**config.mk**
```make
export PLATFORM = sky130hd
export DESIGN_NAME = ctm_timer
export DESIGN_NICKNAME = d
export VERILOG_FILES = /design/src/common/ctm_pkg.sv /design/src/core/ctm_timer.sv
export SDC_FILE = /design/constraint.sdc
export NUM_CORES = 1
export LEC_CHECK = 0
export BUFFER_PORTS_ARGS = -buffer_cell sky130_fd_sc_hd__buf_4
export CAP_MARGIN = 20
export CORE_UTILIZATION = 65
export CTS_CLUSTER_DIAMETER = 50
export DETAILED_ROUTE_END_ITERATION = 16
export GPL_TIMING_DRIVEN = 0
export PLACE_DENSITY = 0.94
export SYNTH_ARGS = -nofsm -noshare
export SYNTH_HDL_FRONTEND = slang
export SYNTH_SLANG_ARGS = --single-unit
```
**constraint.sdc**
```tcl
create_clock -name CLK -period 8.3 [get_ports CLK]
set_input_delay 0 -clock CLK [delete_from_list [all_inputs] [get_ports CLK]]
set_output_delay 0 -clock CLK [all_outputs]
set_load 0.005 [all_outputs]
```
**src/common/ctm_pkg.sv**
```systemverilog
/*
 * Package for the compact timer: register indices, field positions, reset values,
 * clock select and mode codes, and the bus request carrier.
 * Assumes a byte-wide register port with one-cycle strobes.
 */
package ctm_pkg;
   localparam int          AW = 3;
   localparam logic [2:0]  REG_CTRL0   = 3'h0;
   localparam logic [2:0]  REG_CTRL1   = 3'h1;
   localparam logic [2:0]  REG_CNT_LO  = 3'h2;
   localparam logic [2:0]  REG_CNT_HI  = 3'h3;
   localparam logic [2:0]  REG_CMPA_LO = 3'h4;
   localparam logic [2:0]  REG_CMPA_HI = 3'h5;
   localparam logic [2:0]  REG_CMPP    = 3'h6;
   localparam logic [7:0]  CTRL0_RST   = 8'h00;
   localparam logic [7:0]  CTRL1_RST   = 8'h00;
   localparam logic [7:0]  CTRL0_MASK  = 8'hF8;
   localparam int          C0_PAUSE = 7;
   localparam int          C0_CKS_LO = 4;
   localparam int          C0_EN = 3;
   localparam int          C1_MODE_LO = 6;
   localparam int          C1_ACT_LO = 4;
   localparam int          C1_INIT = 3;
   localparam int          C1_INV = 2;
   localparam int          C1_SWAP = 1;
   localparam int          C1_CLRA = 0;
   localparam int          DIV_SYS4 = 4;
   localparam int          DIV_H16 = 16;
   localparam int          DIV_H64 = 64;
   localparam logic [1:0]  MODE_CMP = 2'b00;
   localparam logic [1:0]  MODE_PWM = 2'b10;
   localparam logic [1:0]  MODE_TMR = 2'b11;

   typedef enum logic [2:0] {
      CKS_SYS4 = 3'b000,
      CKS_SYS  = 3'b001,
      CKS_H16  = 3'b010,
      CKS_H64  = 3'b011,
      CKS_SUB0 = 3'b100,
      CKS_SUB1 = 3'b101,
      CKS_EXTR = 3'b110,
      CKS_EXTF = 3'b111
   } ctm_cks_t;

   typedef struct packed {
      logic [AW-1:0] addr;
      logic [7:0]    wdata;
      logic          wr;
      logic          rd;
   } ctm_req_t;
endpackage : ctm_pkg

```
**src/core/ctm_timer.sv**
```systemverilog
/*
 * Compact timer: 16-bit up counter, comparators A and P, compare, PWM and timer modes,
 * complementary output pins and buffered byte access to 16-bit values.
 * Assumes CLK is the system clock; the high and sub clock ticks and the external
 * count pin are asynchronous levels and are synchronised here.
 */
// The strobed register port and the placing of the registers were left to the implementer.
`timescale 1ns/1ps
module ctm_timer
(
   input  wire logic              CLK,
   input  wire logic              RESET,
   input  wire ctm_pkg::ctm_req_t REQ,
   output logic [7:0]             RDATA,
   input  wire logic              HCLK_TICK,
   input  wire logic              SUBCLK_TICK,
   input  wire logic              EXT_COUNT_PIN,
   output logic                   TIMER_OUTPUT_PIN,
   output logic                   TIMER_OUTPUT_PIN_N,
   output logic                   COMPARE_A_MATCH_FLAG,
   output logic                   COMPARE_P_MATCH_FLAG
);
   import ctm_pkg::*;

   function automatic logic rise(input logic now, input logic was);
      rise = now & ~was;
   endfunction : rise

   logic [7:0]  ctrl0_q, ctrl0_d, ctrl1_q, ctrl1_d, buf_q, buf_d, rdata_q, rdata_d;
   logic [7:0]  cmpa_lo_q, cmpa_lo_d, cmpa_hi_q, cmpa_hi_d, cmpp_q, cmpp_d;
   logic [15:0] cnt_q, cnt_d;
   logic [1:0]  div4_q, div4_d;
   logic [3:0]  div16_q, div16_d;
   logic [5:0]  div64_q, div64_d;
   logic [2:0]  h_sync_q, s_sync_q, e_sync_q;
   logic        en_q, out_q, out_d, fa_q, fa_d, fp_q, fp_d;
   logic        tick, en_rise, match_a, match_p, ovf, clr, pwm_wave, pin;
   logic [15:0] cmpa, period, duty;
   logic [1:0]  mode, act;
   ctm_cks_t    cks;

   assign mode = ctrl1_q[C1_MODE_LO +: 2];
   assign act  = ctrl1_q[C1_ACT_LO +: 2];
   assign cks  = ctm_cks_t'(ctrl0_q[C0_CKS_LO +: 3]);
   assign cmpa = {cmpa_hi_q, cmpa_lo_q};
   assign en_rise = rise(ctrl0_q[C0_EN], en_q);

   // Register port.
   always_comb
   begin
      ctrl0_d   = ctrl0_q;
      ctrl1_d   = ctrl1_q;
      buf_d     = buf_q;
      cmpa_lo_d = cmpa_lo_q;
      cmpa_hi_d = cmpa_hi_q;
      cmpp_d    = cmpp_q;
      rdata_d   = 8'h00;
      if (REQ.wr)
      begin
         case (REQ.addr)
            REG_CTRL0:   ctrl0_d = REQ.wdata & CTRL0_MASK;
            REG_CTRL1:   ctrl1_d = REQ.wdata;
            REG_CMPA_LO: buf_d = REQ.wdata;
            REG_CMPA_HI:
            begin
               cmpa_hi_d = REQ.wdata;
               cmpa_lo_d = buf_q;
            end
            REG_CMPP:    cmpp_d = REQ.wdata;
            default:     ;
         endcase
      end
      else if (REQ.rd)
      begin
         case (REQ.addr)
            REG_CTRL0:   rdata_d = ctrl0_q;
            REG_CTRL1:   rdata_d = ctrl1_q;
            REG_CNT_HI:
            begin
               rdata_d = cnt_q[15:8];
               buf_d   = cnt_q[7:0];
            end
            REG_CMPA_HI:
            begin
               rdata_d = cmpa_hi_q;
               buf_d   = cmpa_lo_q;
            end
            REG_CNT_LO,
            REG_CMPA_LO: rdata_d = buf_q;
            REG_CMPP:    rdata_d = cmpp_q;
            default:     rdata_d = 8'h00;
         endcase
      end
   end

   // Clock tick generation; the prescalers run freely, and the enable and pause stop the counter only by gating ticks.
   always_comb
   begin
      div4_d  = div4_q + 2'd1;
      div16_d = div16_q;
      div64_d = div64_q;
      if (rise(h_sync_q[1], h_sync_q[2]))
      begin
         div16_d = div16_q + 4'd1;
         div64_d = div64_q + 6'd1;
      end
      case (cks)
         CKS_SYS4: tick = (div4_q == 2'(DIV_SYS4 - 1));
         CKS_SYS:  tick = 1'b1;
         CKS_H16:  tick = rise(h_sync_q[1], h_sync_q[2]) && (div16_q == 4'(DIV_H16 - 1));
         CKS_H64:  tick = rise(h_sync_q[1], h_sync_q[2]) && (div64_q == 6'(DIV_H64 - 1));
         CKS_SUB0,
         CKS_SUB1: tick = rise(s_sync_q[1], s_sync_q[2]);
         CKS_EXTR: tick = rise(e_sync_q[1], e_sync_q[2]);
         CKS_EXTF: tick = rise(e_sync_q[2], e_sync_q[1]);
         default:  tick = 1'b0;
      endcase
   end

   // Comparators and counter.
   always_comb
   begin
      match_a = (cnt_q == cmpa);
      // Matching one count early lets the clear land as the upper byte reaches the value.
      match_p = (cnt_q == {cmpp_q, 8'h00} - 16'd1) && (cmpp_q != 8'h00);
      ovf     = (cnt_q == 16'hFFFF) && (cmpp_q == 8'h00);
      if (mode == MODE_PWM)
         clr = ctrl1_q[C1_SWAP] ? match_a : (match_p | ovf);
      else
         clr = ctrl1_q[C1_CLRA] ? match_a : (match_p | ovf);
      cnt_d = cnt_q;
      fa_d  = 1'b0;
      fp_d  = 1'b0;
      out_d = out_q;
      if (en_rise)
      begin
         cnt_d = 16'h0000;
         out_d = ctrl1_q[C1_INIT];
      end
      else if (ctrl0_q[C0_EN] && !ctrl0_q[C0_PAUSE] && tick)
      begin
         cnt_d = clr ? 16'h0000 : cnt_q + 16'd1;
         fa_d  = match_a && (cmpa != 16'h0000 || mode == MODE_PWM);
         fp_d  = (match_p | (ovf && mode == MODE_PWM)) &&
                 (mode == MODE_PWM || !ctrl1_q[C1_CLRA]);
         if (mode == MODE_CMP && match_a && cmpa != 16'h0000)
         begin
            case (act)
               2'b01:   out_d = 1'b0;
               2'b10:   out_d = 1'b1;
               2'b11:   out_d = ~out_q;
               default: out_d = out_q;
            endcase
         end
      end
   end

   // The duty comparison uses the live counter so a duty above period gives 100%.
   always_comb
   begin
      period   = ctrl1_q[C1_SWAP] ? cmpa : {cmpp_q, 8'h00};
      duty     = ctrl1_q[C1_SWAP] ? {cmpp_q, 8'h00} : cmpa;
      pwm_wave = (cnt_q < duty) || (ctrl1_q[C1_SWAP] && cmpp_q == 8'h00);
      case (mode)
         MODE_CMP: pin = out_q;
         MODE_PWM:
         begin
            case (act)
               2'b00:   pin = ~ctrl1_q[C1_INIT];
               2'b01:   pin = ctrl1_q[C1_INIT];
               2'b10:   pin = pwm_wave ? ctrl1_q[C1_INIT] : ~ctrl1_q[C1_INIT];
               default: pin = 1'b0;
            endcase
         end
         default: pin = 1'b0;
      endcase
      if (mode != MODE_TMR && ctrl1_q[C1_INV])
         pin = ~pin;
   end

   always_ff @(posedge CLK)
   begin
      if (RESET)
      begin
         ctrl0_q   <= CTRL0_RST;
         ctrl1_q   <= CTRL1_RST;
         buf_q     <= 8'h00;
         cmpa_lo_q <= 8'h00;
         cmpa_hi_q <= 8'h00;
         cmpp_q    <= 8'h00;
         rdata_q   <= 8'h00;
         cnt_q     <= 16'h0000;
         div4_q    <= 2'd0;
         div16_q   <= 4'd0;
         div64_q   <= 6'd0;
         h_sync_q  <= 3'd0;
         s_sync_q  <= 3'd0;
         e_sync_q  <= 3'd0;
         en_q      <= 1'b0;
         out_q     <= 1'b0;
         fa_q      <= 1'b0;
         fp_q      <= 1'b0;
      end
      else
      begin
         ctrl0_q   <= ctrl0_d;
         ctrl1_q   <= ctrl1_d;
         buf_q     <= buf_d;
         cmpa_lo_q <= cmpa_lo_d;
         cmpa_hi_q <= cmpa_hi_d;
         cmpp_q    <= cmpp_d;
         rdata_q   <= rdata_d;
         cnt_q     <= cnt_d;
         div4_q    <= div4_d;
         div16_q   <= div16_d;
         div64_q   <= div64_d;
         h_sync_q  <= {h_sync_q[1:0], HCLK_TICK};
         s_sync_q  <= {s_sync_q[1:0], SUBCLK_TICK};
         e_sync_q  <= {e_sync_q[1:0], EXT_COUNT_PIN};
         en_q      <= ctrl0_q[C0_EN];
         out_q     <= out_d;
         fa_q      <= fa_d;
         fp_q      <= fp_d;
      end
   end

   assign RDATA                = rdata_q;
   assign TIMER_OUTPUT_PIN     = pin;
   assign TIMER_OUTPUT_PIN_N   = ~pin;
   assign COMPARE_A_MATCH_FLAG = fa_q;
   assign COMPARE_P_MATCH_FLAG = fp_q;
endmodule : ctm_timer

```
==> results of run 1 <==
==> per-layer routing <==
metal  GRT usage, %  wire [microns]  vias to the layer above
met4          15.90             609                        0
met1          46.51            6339                     2316
met3          6.568            1127                       54
met5              0               0                        -
met2          62.72            7316                      244
li1               -               -                     2312
==> layout make-up <==
class,instances,area (sq um),share of cell area [%]
inverters,14,52.55,0.8803
clock buffers,9,123.9,2.075
repair buffers,37,305.3,5.114
multi-input cells,487,3179,53.26
flip-flops and latches,94,1882,31.52
well taps,102,127.6,2.138
plain buffers,44,226.5,3.794
clock inverters,7,72.57,1.216
==> through the flow <==
step / power, mW / setup slack (ns)
3_5_place_dp: 0.5598 / 4.875
6_report: 0.8684 / 4.371
2_1_floorplan: 0.5305 / 5.710
5_1_grt: 0.8920 / 4.252
4_1_cts: 0.8645 / 4.467
3_3_place_gp: 0.5571 / 4.944
==> synthesized netlist by cell type, types with 14 or more instances <==
cell type  count
xnor2_1       35
nand4_1       14
a21oi_1       45
o21ai_0       18
mux2i_1       48
nor4_1        14
inv_1         14
nand2_1       75
nor2_1        72
clkbuf_1      28
nor2b_1       21
dfxtp_1       94
ha_1          21
==> registers in the layout, summed over array words and instances, names as in the netlist, 4 cells and up <==
signal     cells
cnt_q         16
RDATA          8
buf_q          8
cmpa_hi_q      8
cmpa_lo_q      8
cmpp_q         8
ctrl1_q        8
div64_q        6
ctrl0_q        5
div16_q        4
==> worst max path at each step <==
stage	endpoint	slack, ns	cells past startpoint
floorplan	TIMER_OUTPUT_PIN_N	5.71	11
global placement	TIMER_OUTPUT_PIN_N	4.94	12
detailed placement	TIMER_OUTPUT_PIN_N	4.88	12
CTS	TIMER_OUTPUT_PIN_N	4.47	12
global route	TIMER_OUTPUT_PIN_N	4.25	12
finish	TIMER_OUTPUT_PIN_N	4.37	12
==> where the power goes <==
group | switching [mW] | total, mW | internal, mW | leakage [nW]
sequential | 0.00844 | 0.467 | 0.459 | 0.761
combinational | 0.0539 | 0.0901 | 0.0362 | 1.38
clock | 0.192 | 0.311 | 0.120 | 0.103
==> kinds of logic (layout without fill, tap and decap cells) <==
group	Yosys count	in the layout	share of synthesized area (%)
mux	49	49	9.208
fa+ha+maj	21	21	4.920
xor+xnor	47	47	7.849
compound gates	103	103	12.11
buf+inv	58	111	5.225
simple gates	267	267	25.44
flops	94	94	35.24
==> timing repair <==
item | 4_1_cts | 5_1_grt
setup buffers | 0 | 0
hold endpoints to repair | 31 | 0
endpoints found under the setup margin | 0 | 0
hold buffers | 11 | 0
==> worst max-delay path, cell delays in order, from the launching register on <==
cell and delay (ns):
dfxtp_1 0.36, clkbuf_8 0.17, clkbuf_1 0.57, mux2i_1 0.18, ha_1 0.32, nand4_1 0.21
nor4_1 0.37, o21ai_0 0.23, a31o_2 0.27, a22oi_1 0.29, mux2i_1 0.31, and2_1 0.17
buf_4 0.10
==> flow_summary.yaml, run 1 <==
timing:
  tightest_slew_ns: 0.7376
  min_period_ns: 3.929
  maxSlewHeadroom_pct: 50.83
  setup_viol: 0
  setup_tns_ns: 0
  max_clock_freq_ghz: 0.2545
  fin_skew_ns: 0.01381
  finalHoldViolations: 0
  drv_slew: 0
  period_share_pct: 47.34
  hold_slack_ns: 0.2029
  rsz0062_at_grt: "no"
setup_path:
  path_class: "flip-flop to primary output"
  path_max_fanout: 10
  startpoint: "ctrl1_q[1]"
  reg2reg_depth: 10
  arrival_ns: 3.93
  r2r-start: "cmpp_q[1]"
  start_kind: "flip-flop"
  end_kind: "primary output"
  cp_data_required_time_ns: 8.30
  r2r_setup_slack_ns: 5.24
  reg2reg_to: "cnt_q[7]"
job:
  drv_cap: 0
synthesis:
  syn_area_sq_um: 5340
  synth_top_cell_area_share_pct: 35.24
  yosysTopAreaCell: "dfxtp_1"
  syn_inst: 639
  yosys_warnings: 0
  yosys_register_bits: 94
  synth-main-ff-cell: "dfxtp_1"
  synthArstFlopShare_pct: 0
  synth_sequential_area_ratio_pct: 35.24
  synth_cell_types: 62
  synth_edf_count: 0
  syn_avg_cell_area_sq_um: 8.357
  synth_area_leaders: "dfxtp_1 (35%), mux2i_1 (9.0%), xnor2_1 (5.7%)"
  syn_nets: 678
pwr:
  power_density_nw_per_um2: 145.5
  irDropWorstVdd_mv: 0.1288
  p_leak_nw: 2.239
routing:
  routed_wirelength_mm: 15.39
  drt_iter0_drc: 409
  vias: 4926
  drt_first_pass_iters: 5
  wire_per_inst_microns: 19.39
  avgViaCountPerCell: 6.204
  antenna_left: 0
  drcViolationCount: 0
finish:
  fin_util_pct: 76.07
  syn_to_final_growth_pct: 11.79
  fin_nets: 726
  layout_commonest_cell: "dfxtp_1"
  most-common-layout-cells: "dfxtp_1 (94), nand2_1 (75), nor2_1 (72)"
  design_area_sq_um: 5969
  num_antenna_cells: 0
  instances_no_fill: 794
  drive_gt1_share_pct: 11.85
  nFillCells: 585
clock_network:
  cts_tree: "built"
  clock_tree.buffer_depth: 2
  clockRootBuffer: "clkbuf_8"
  clk_pin_slew_worst_paths_ns: 0.11
  cts_resized: 0
  htreeDepth: 3
  clk_latency_ns: 0.38
  numCtsBuffers: 9
  clock-sinks: 94
placement:
  gp_congestion: 1.006
  placed_area_sq_um: 5655
  io_buffer_count: 25
  dp_hpwl_mm: 11.33
  dp_cells: 766
worst_hold_path:
  hold-path-cell-count: 4
  hp-start: "REQ[1]"
  hold_class: "input pin to flip-flop"
  hold_end: "ctrl0_q[7]"
global_routing:
  grt_max_degree: 20
  antenna_found_initial: 0
  grt_pass1_wl_mm: 24.45
  grt_pass1_vias: 4800
  grt_usage_pct: 37.15
  grt.overflow.total: 0
floorplan:
  start_util_pct: 68.05
  die_h_microns: 92.64
  dieArea_sq_um: 8582
  fp-row-count: 32
  core_region_area_sq_um: 7848
  die_w_microns: 92.64
  io-pin-count: 30
status:
  outcome: "finished clean"
(Power assumes the default switching activity.)
==> inputs of run 2 (changes only) <==
--- a/config.mk
+++ b/config.mk
@@ -7,11 +7,11 @@
 export LEC_CHECK = 0
 export BUFFER_PORTS_ARGS = -buffer_cell sky130_fd_sc_hd__buf_4
 export CAP_MARGIN = 20
-export CORE_UTILIZATION = 65
+export CORE_UTILIZATION = 55
 export CTS_CLUSTER_DIAMETER = 50
 export DETAILED_ROUTE_END_ITERATION = 16
 export GPL_TIMING_DRIVEN = 0
-export PLACE_DENSITY = 0.94
+export PLACE_DENSITY = 0.86
 export SYNTH_ARGS = -nofsm -noshare
 export SYNTH_HDL_FRONTEND = slang
 export SYNTH_SLANG_ARGS = --single-unit
==> constraint.sdc (replaced) <==
create_clock -name CLK -period 3.2 [get_ports CLK]
set_input_delay 0 -clock CLK [delete_from_list [all_inputs] [get_ports CLK]]
set_output_delay 0 -clock CLK [all_outputs]
set_load 0.005 [all_outputs]
==> run 2 against run 1 <==
  * Sequential power grew to 2.6 times the previous value
  * Total power grew to 2.6 times the previous value
  * Clock power grew to 2.7 times the previous value
  * Clock skew shrank 0.0016 ns
  * Count of clock-buffer cells in the layout is the same
  * Wire length shrank 1.6%
  * Via count shrank 2.1%
  * Critical path depth shrank 2
  * Cell area grew 0.73%
  * Register-to-register slack lost 5.1 ns
  * Global-route usage shrank 5.8 points
==> flow_summary.yaml, run 2 (synthesis gave the netlist of run 1 again) <==
setup_path:
  path_class: "flip-flop to primary output"
  cp_top_family: "simple AND/OR/NAND/NOR gates"
  startpoint: "cmpp_q[4]"
  path_common_cell: "mux2i_1"
  crit_chain: "mux2i_1 > ha_1 > nand4_1 > nor4_1 > o21ai_1 > a31o_2 > a22oi_1 > mux2i_1 > and2_1 > buf_4"
  arrival_ns: 3.17
  critPathMaxStageDelay_ns: 0.51
  worst_path_max_delay_cell: "dfxtp_1"
  end_kind: "primary output"
  cp_data_required_time_ns: 3.20
  crit_buf_inv: 1
  start_kind: "flip-flop"
  path_max_fanout: 7
  r2r-start: "cmpp_q[1]"
timing:
  period_share_pct: 99.06
  setup_viol: 0
  max_clock_freq_ghz: 0.3155
  maxSlewHeadroom_pct: 26.44
  finalHoldViolations: 0
  drv_slew: 0
  worst_slack_ns: 0.03014
  min_period_ns: 3.170
  fin_skew_ns: 0.01221
  tightest_slew_ns: 1.103
status:
  outcome: "finished clean"
clock_network:
  clockRootBuffer: "clkbuf_8"
  numCtsBuffers: 9
  cts_tree: "built"
  clk_latency_ns: 0.39
  clk_pin_slew_worst_paths_ns: 0.10
  clock_tree.buffer_depth: 2
  htreeDepth: 3
  clock-sinks: 94
pwr:
  power.switching_uw: 632.7
  seqPwrFrac_pct: 52.8
  p_int_mw: 1.661
  pwr-share-comb_pct: 10.2
  irDropWorstVdd_mv: 0.3438
  swShare_pct: 27.59
  clkPwrFrac_pct: 36.9
  p_leak_nw: 2.236
  power_density_nw_per_um2: 381.4
finish:
  drive_gt1_share_pct: 12.05
  syn_to_final_growth_pct: 12.61
  design_area_sq_um: 6013
  largest_reg_flops: 16
  layout_commonest_cell: "dfxtp_1"
  most-common-layout-cells: "dfxtp_1 (93), nand2_1 (75), nor2_1 (72)"
  top_register: "cnt_q"
  fin_nets: 723
  num_antenna_cells: 0
job:
  drv_cap: 0
placement:
  dpl_worst_slack_ns: -0.05113
  io_buffer_count: 25
  placed_area_sq_um: 5689
  gp_congestion: 0.9566
  dp_hpwl_mm: 11.39
routing:
  vias: 4825
  avgViaCountPerCell: 5.899
  wire_per_inst_microns: 18.51
  routed_wirelength_mm: 15.14
  drt_iter0_drc: 385
  drcViolationCount: 0
  drt_first_pass_iters: 5
  antenna_left: 0
floorplan:
  dieArea_sq_um: 10110
  die_w_microns: 100.5
  fp-row-count: 35
  die_h_microns: 100.5
  start_util_pct: 57.25
  core_region_area_sq_um: 9328
  io-pin-count: 30
worst_hold_path:
  hp-start: "REQ[1]"
  hold_class: "input pin to flip-flop"
global_routing:
  antenna_found_initial: 0
  grt_pass1_wl_mm: 23.72
  grt.overflow.total: 0
  grt_usage_pct: 31.33
  grt_max_degree: 20
  grt_pass1_vias: 4693
-- run 2: cell types whose count changed in the layout (fill, tap and decap cells not counted), sizes merged --
cell,delta
clkinv,-2
clkinvlp,+1
bufinv,+1
clkbuf,-3
-- run 2: power groups by stage --
| stage | logic, mW | clock network (mW) | registers (mW) |
|---|---|---|---|
| after floorplan | 0.147 | 0 | 1.23 |
| after global routing | 0.253 | 0.900 | 1.21 |
| after CTS | 0.228 | 0.857 | 1.21 |
| after detailed placement | 0.218 | 0 | 1.24 |
| final | 0.235 | 0.847 | 1.21 |
| after global placement | 0.213 | 0 | 1.24 |
-- run 2: metrics by stage --
stage | setup TNS (ns) | util (%) | hold WS [ns] | cells | power [mW]
after floorplan | 0 | - | 0.1282 | 639 | 1.376
after global placement | 0 | 60.99 | 0.2201 | 793 | 1.449
after detailed placement | -0.05113 | 60.99 | 0.2197 | 793 | 1.455
after CTS | 0 | 64.32 | 0.1846 | 818 | 2.296
after global routing | -0.04991 | 64.47 | 0.1934 | 818 | 2.367
final | 0 | 64.47 | 0.1874 | 818 | 2.294
-- run 2: worst paths after layout --
path	endpoint	slack, ns	cells after the start
min	ctrl0_q[5]	0.19	4
min reg2reg	s_sync_q[1]	0.46	1
max reg2reg	cnt_q[6]	0.12	10
max	TIMER_OUTPUT_PIN_N	0.03	10
-- run 2: worst min-delay path, cell delays in order --
cell     delay [ns]
buf_4          0.13
nor4b_2        0.21
mux2i_1        0.13
nor2_1         0.07
-- run 2: cell type report --
type / instances / area [sq um]
Inverter: 14 / 52.55
Clock buffer: 9 / 123.9
Fill cell: 800 / 3314
Sequential cell: 94 / 1883
Timing Repair Buffer: 36 / 297.8
Clock inverter: 7 / 83.83
Tap cell: 129 / 161.4
Buffer: 42 / 225.2
Multi-Input combinational cell: 487 / 3186
-- run 2: what timing repair did --
action / in CTS / in global routing
hold endpoints to repair: 32 / 0
buffers inserted: 0 / 0
setup endpoints to repair: 2 / 2
gates resized for setup: 0 / 5
hold buffers: 11 / 0
-- run 2: per-layer routing --
| layer | vias up | share of wire [%] | GRT usage (%) |
|---|---|---|---|
| met1 | 2291 | 43 | 40.22 |
| li1 | 2305 | - | - |
| met4 | 0 | 3.1 | 13.15 |
| met2 | 193 | 47 | 51.74 |
| met3 | 36 | 6.2 | 5.756 |
| met5 | - | 0 | 0 |
==> inputs of run 3 (changes only) <==
--- a/config.mk
+++ b/config.mk
@@ -7,7 +7,9 @@
 export LEC_CHECK = 0
 export BUFFER_PORTS_ARGS = -buffer_cell sky130_fd_sc_hd__buf_4
 export CAP_MARGIN = 20
-export CORE_UTILIZATION = 55
+export CELL_PAD_IN_SITES_DETAIL_PLACEMENT = 0
+export CELL_PAD_IN_SITES_GLOBAL_PLACEMENT = 1
+export CORE_UTILIZATION = 42
 export CTS_CLUSTER_DIAMETER = 50
 export DETAILED_ROUTE_END_ITERATION = 16
 export GPL_TIMING_DRIVEN = 0
==> run 3 against run 2 <==
  * Cell area grew 2.2%
  * Clock skew is 0.0033 ns lower
  * Global-route usage fell by 6.5 points
  * Die area grew 30%
  * Sequential cell count unchanged
  * Clock power increased by 23%
  * Sequential power barely moved
  * Critical path depth stayed put
  * Count of clock-buffer cells in the layout increased by 2
  * Critical path type is now flip-flop to flip-flop
  * Highest routed layer unchanged
==> flow_summary.yaml, run 3 (synthesis gave the netlist of run 1 again) <==
clock_network:
  clockRootBuffer: "clkbuf_16"
  clock_tree.buffer_depth: 2
  numCtsBuffers: 9
  htreeDepth: 3
  cts_tree: "built"
  clk_pin_slew_worst_paths_ns: 0.07
  clk_latency_ns: 0.36
  clock-sinks: 94
finish:
  fin_nets: 724
  drive_gt1_share_pct: 12.03
  layout_commonest_cell: "dfxtp_1"
  largest_reg_flops: 16
  most-common-layout-cells: "dfxtp_1 (93), nand2_1 (75), nor2_1 (72)"
  fin_util_pct: 50.31
  top_register: "cnt_q"
  design_area_sq_um: 6143
  syn_to_final_growth_pct: 15.04
  num_antenna_cells: 0
timing:
  max_clock_freq_ghz: 0.3265
  setup_tns_ns: 0
  tightest_slew_ns: 0.7186
  finalHoldViolations: 0
  fin_skew_ns: 0.008893
  setup_viol: 0
  drv_slew: 0
  min_period_ns: 3.063
  rsz0062_at_grt: "no"
  maxSlewHeadroom_pct: 51.65
  period_share_pct: 95.72
global_routing:
  grt_pass1_vias: 4548
  grt_pass1_wl_mm: 24.50
  antenna_found_initial: 0
  grt_max_degree: 20
  grt.overflow.total: 0
  grt_usage_pct: 24.79
status:
  outcome: "finished clean"
floorplan:
  fp-row-count: 40
  dieArea_sq_um: 13170
  start_util_pct: 43.73
  core_region_area_sq_um: 12210
  die_h_microns: 114.8
  die_w_microns: 114.8
  io-pin-count: 30
routing:
  antenna_left: 0
  avgViaCountPerCell: 5.485
  routed_wirelength_mm: 15.22
  vias: 4706
  drt_first_pass_iters: 5
  wire_per_inst_microns: 17.74
  drt_iter0_drc: 393
  drcViolationCount: 0
setup_path:
  cp_data_required_time_ns: 3.44
  start_kind: "flip-flop"
  path_max_fanout: 10
  arrival_ns: 3.31
  end_kind: "flip-flop"
  path_class: "flip-flop to flip-flop"
placement:
  gp_congestion: 0.9236
  dp_hpwl_mm: 11.58
  io_buffer_count: 25
  placed_area_sq_um: 5738
pwr:
  p_leak_nw: 2.269
  irDropWorstVdd_mv: 0.3322
  power_density_nw_per_um2: 403.7
worst_hold_path:
  hold_class: "input pin to flip-flop"
job:
  drv_cap: 0
## run 3: path summary, 6_finish.rpt
kind	from	end	slack (ns)	depth (start not counted)
worst max-delay path	cmpp_q[1]	cnt_q[15]	0.14	10
worst min-delay path	REQ[1]	ctrl0_q[5]	0.22	4
worst max register to register	cmpp_q[1]	cnt_q[15]	0.14	10
worst min register to register	div4_q[0]	div4_q[0]	0.43	1
## run 3: layout make-up
class	instances	area, sq um
Inverter	14	52.55
Fill cell	1214	6068
Clock buffer	11	242.7
Timing Repair Buffer	37	305.3
Multi-Input combinational cell	487	3183
Tap cell	168	210.2
Sequential cell	94	1883
Clock inverter	5	41.29
Buffer	42	225.2
## run 3: where the power goes
part	switching (mW)	internal (mW)	total [mW]	leakage [nW]
clock	0.480	0.555	1.04	0.133
sequential	0.0219	1.19	1.21	0.761
combinational	0.138	0.0940	0.232	1.38
total	0.641	1.84	2.48	2.27
## run 3: metrics by stage
step	cells	hold slack [ns]	total power, mW	worst slack, ns
2_1_floorplan	639	0.1282	1.376	0.6102
3_3_place_gp	832	0.2171	1.449	-0.003609
3_5_place_dp	832	0.2186	1.455	-0.06187
4_1_cts	857	0.2093	2.494	0.03308
5_1_grt	858	0.2327	2.575	0.007897
6_report	858	0.2175	2.480	0.1370
## run 3: worst max-delay path, cell delays in order (launching register included)
cell	delay (ns)
dfxtp_1	0.54
inv_1	0.11
ha_1	0.34
xnor2_2	0.13
or3_1	0.33
or3_1	0.37
a2111oi_4	0.32
nor3b_2	0.13
o31ai_4	0.40
buf_6	0.23
nor2_2	0.05
## run 3: layer usage
layer | global-route usage, % | vias to the layer above | wire [microns] | share of wire (%)
li1 | - | 2308 | - | -
met1 | 32.58 | 2226 | 6844 | 45
met2 | 40.93 | 141 | 7176 | 47
met3 | 4.744 | 31 | 839 | 5.5
met4 | 8.398 | 0 | 361 | 2.4
met5 | 0 | - | 0 | 0
## run 3: repair_timing
item,CTS,global route
setup endpoints to repair,2,2
hold buffers,11,0
hold endpoints to repair,32,0
buffers inserted,0,0
gates resized for setup,0,5
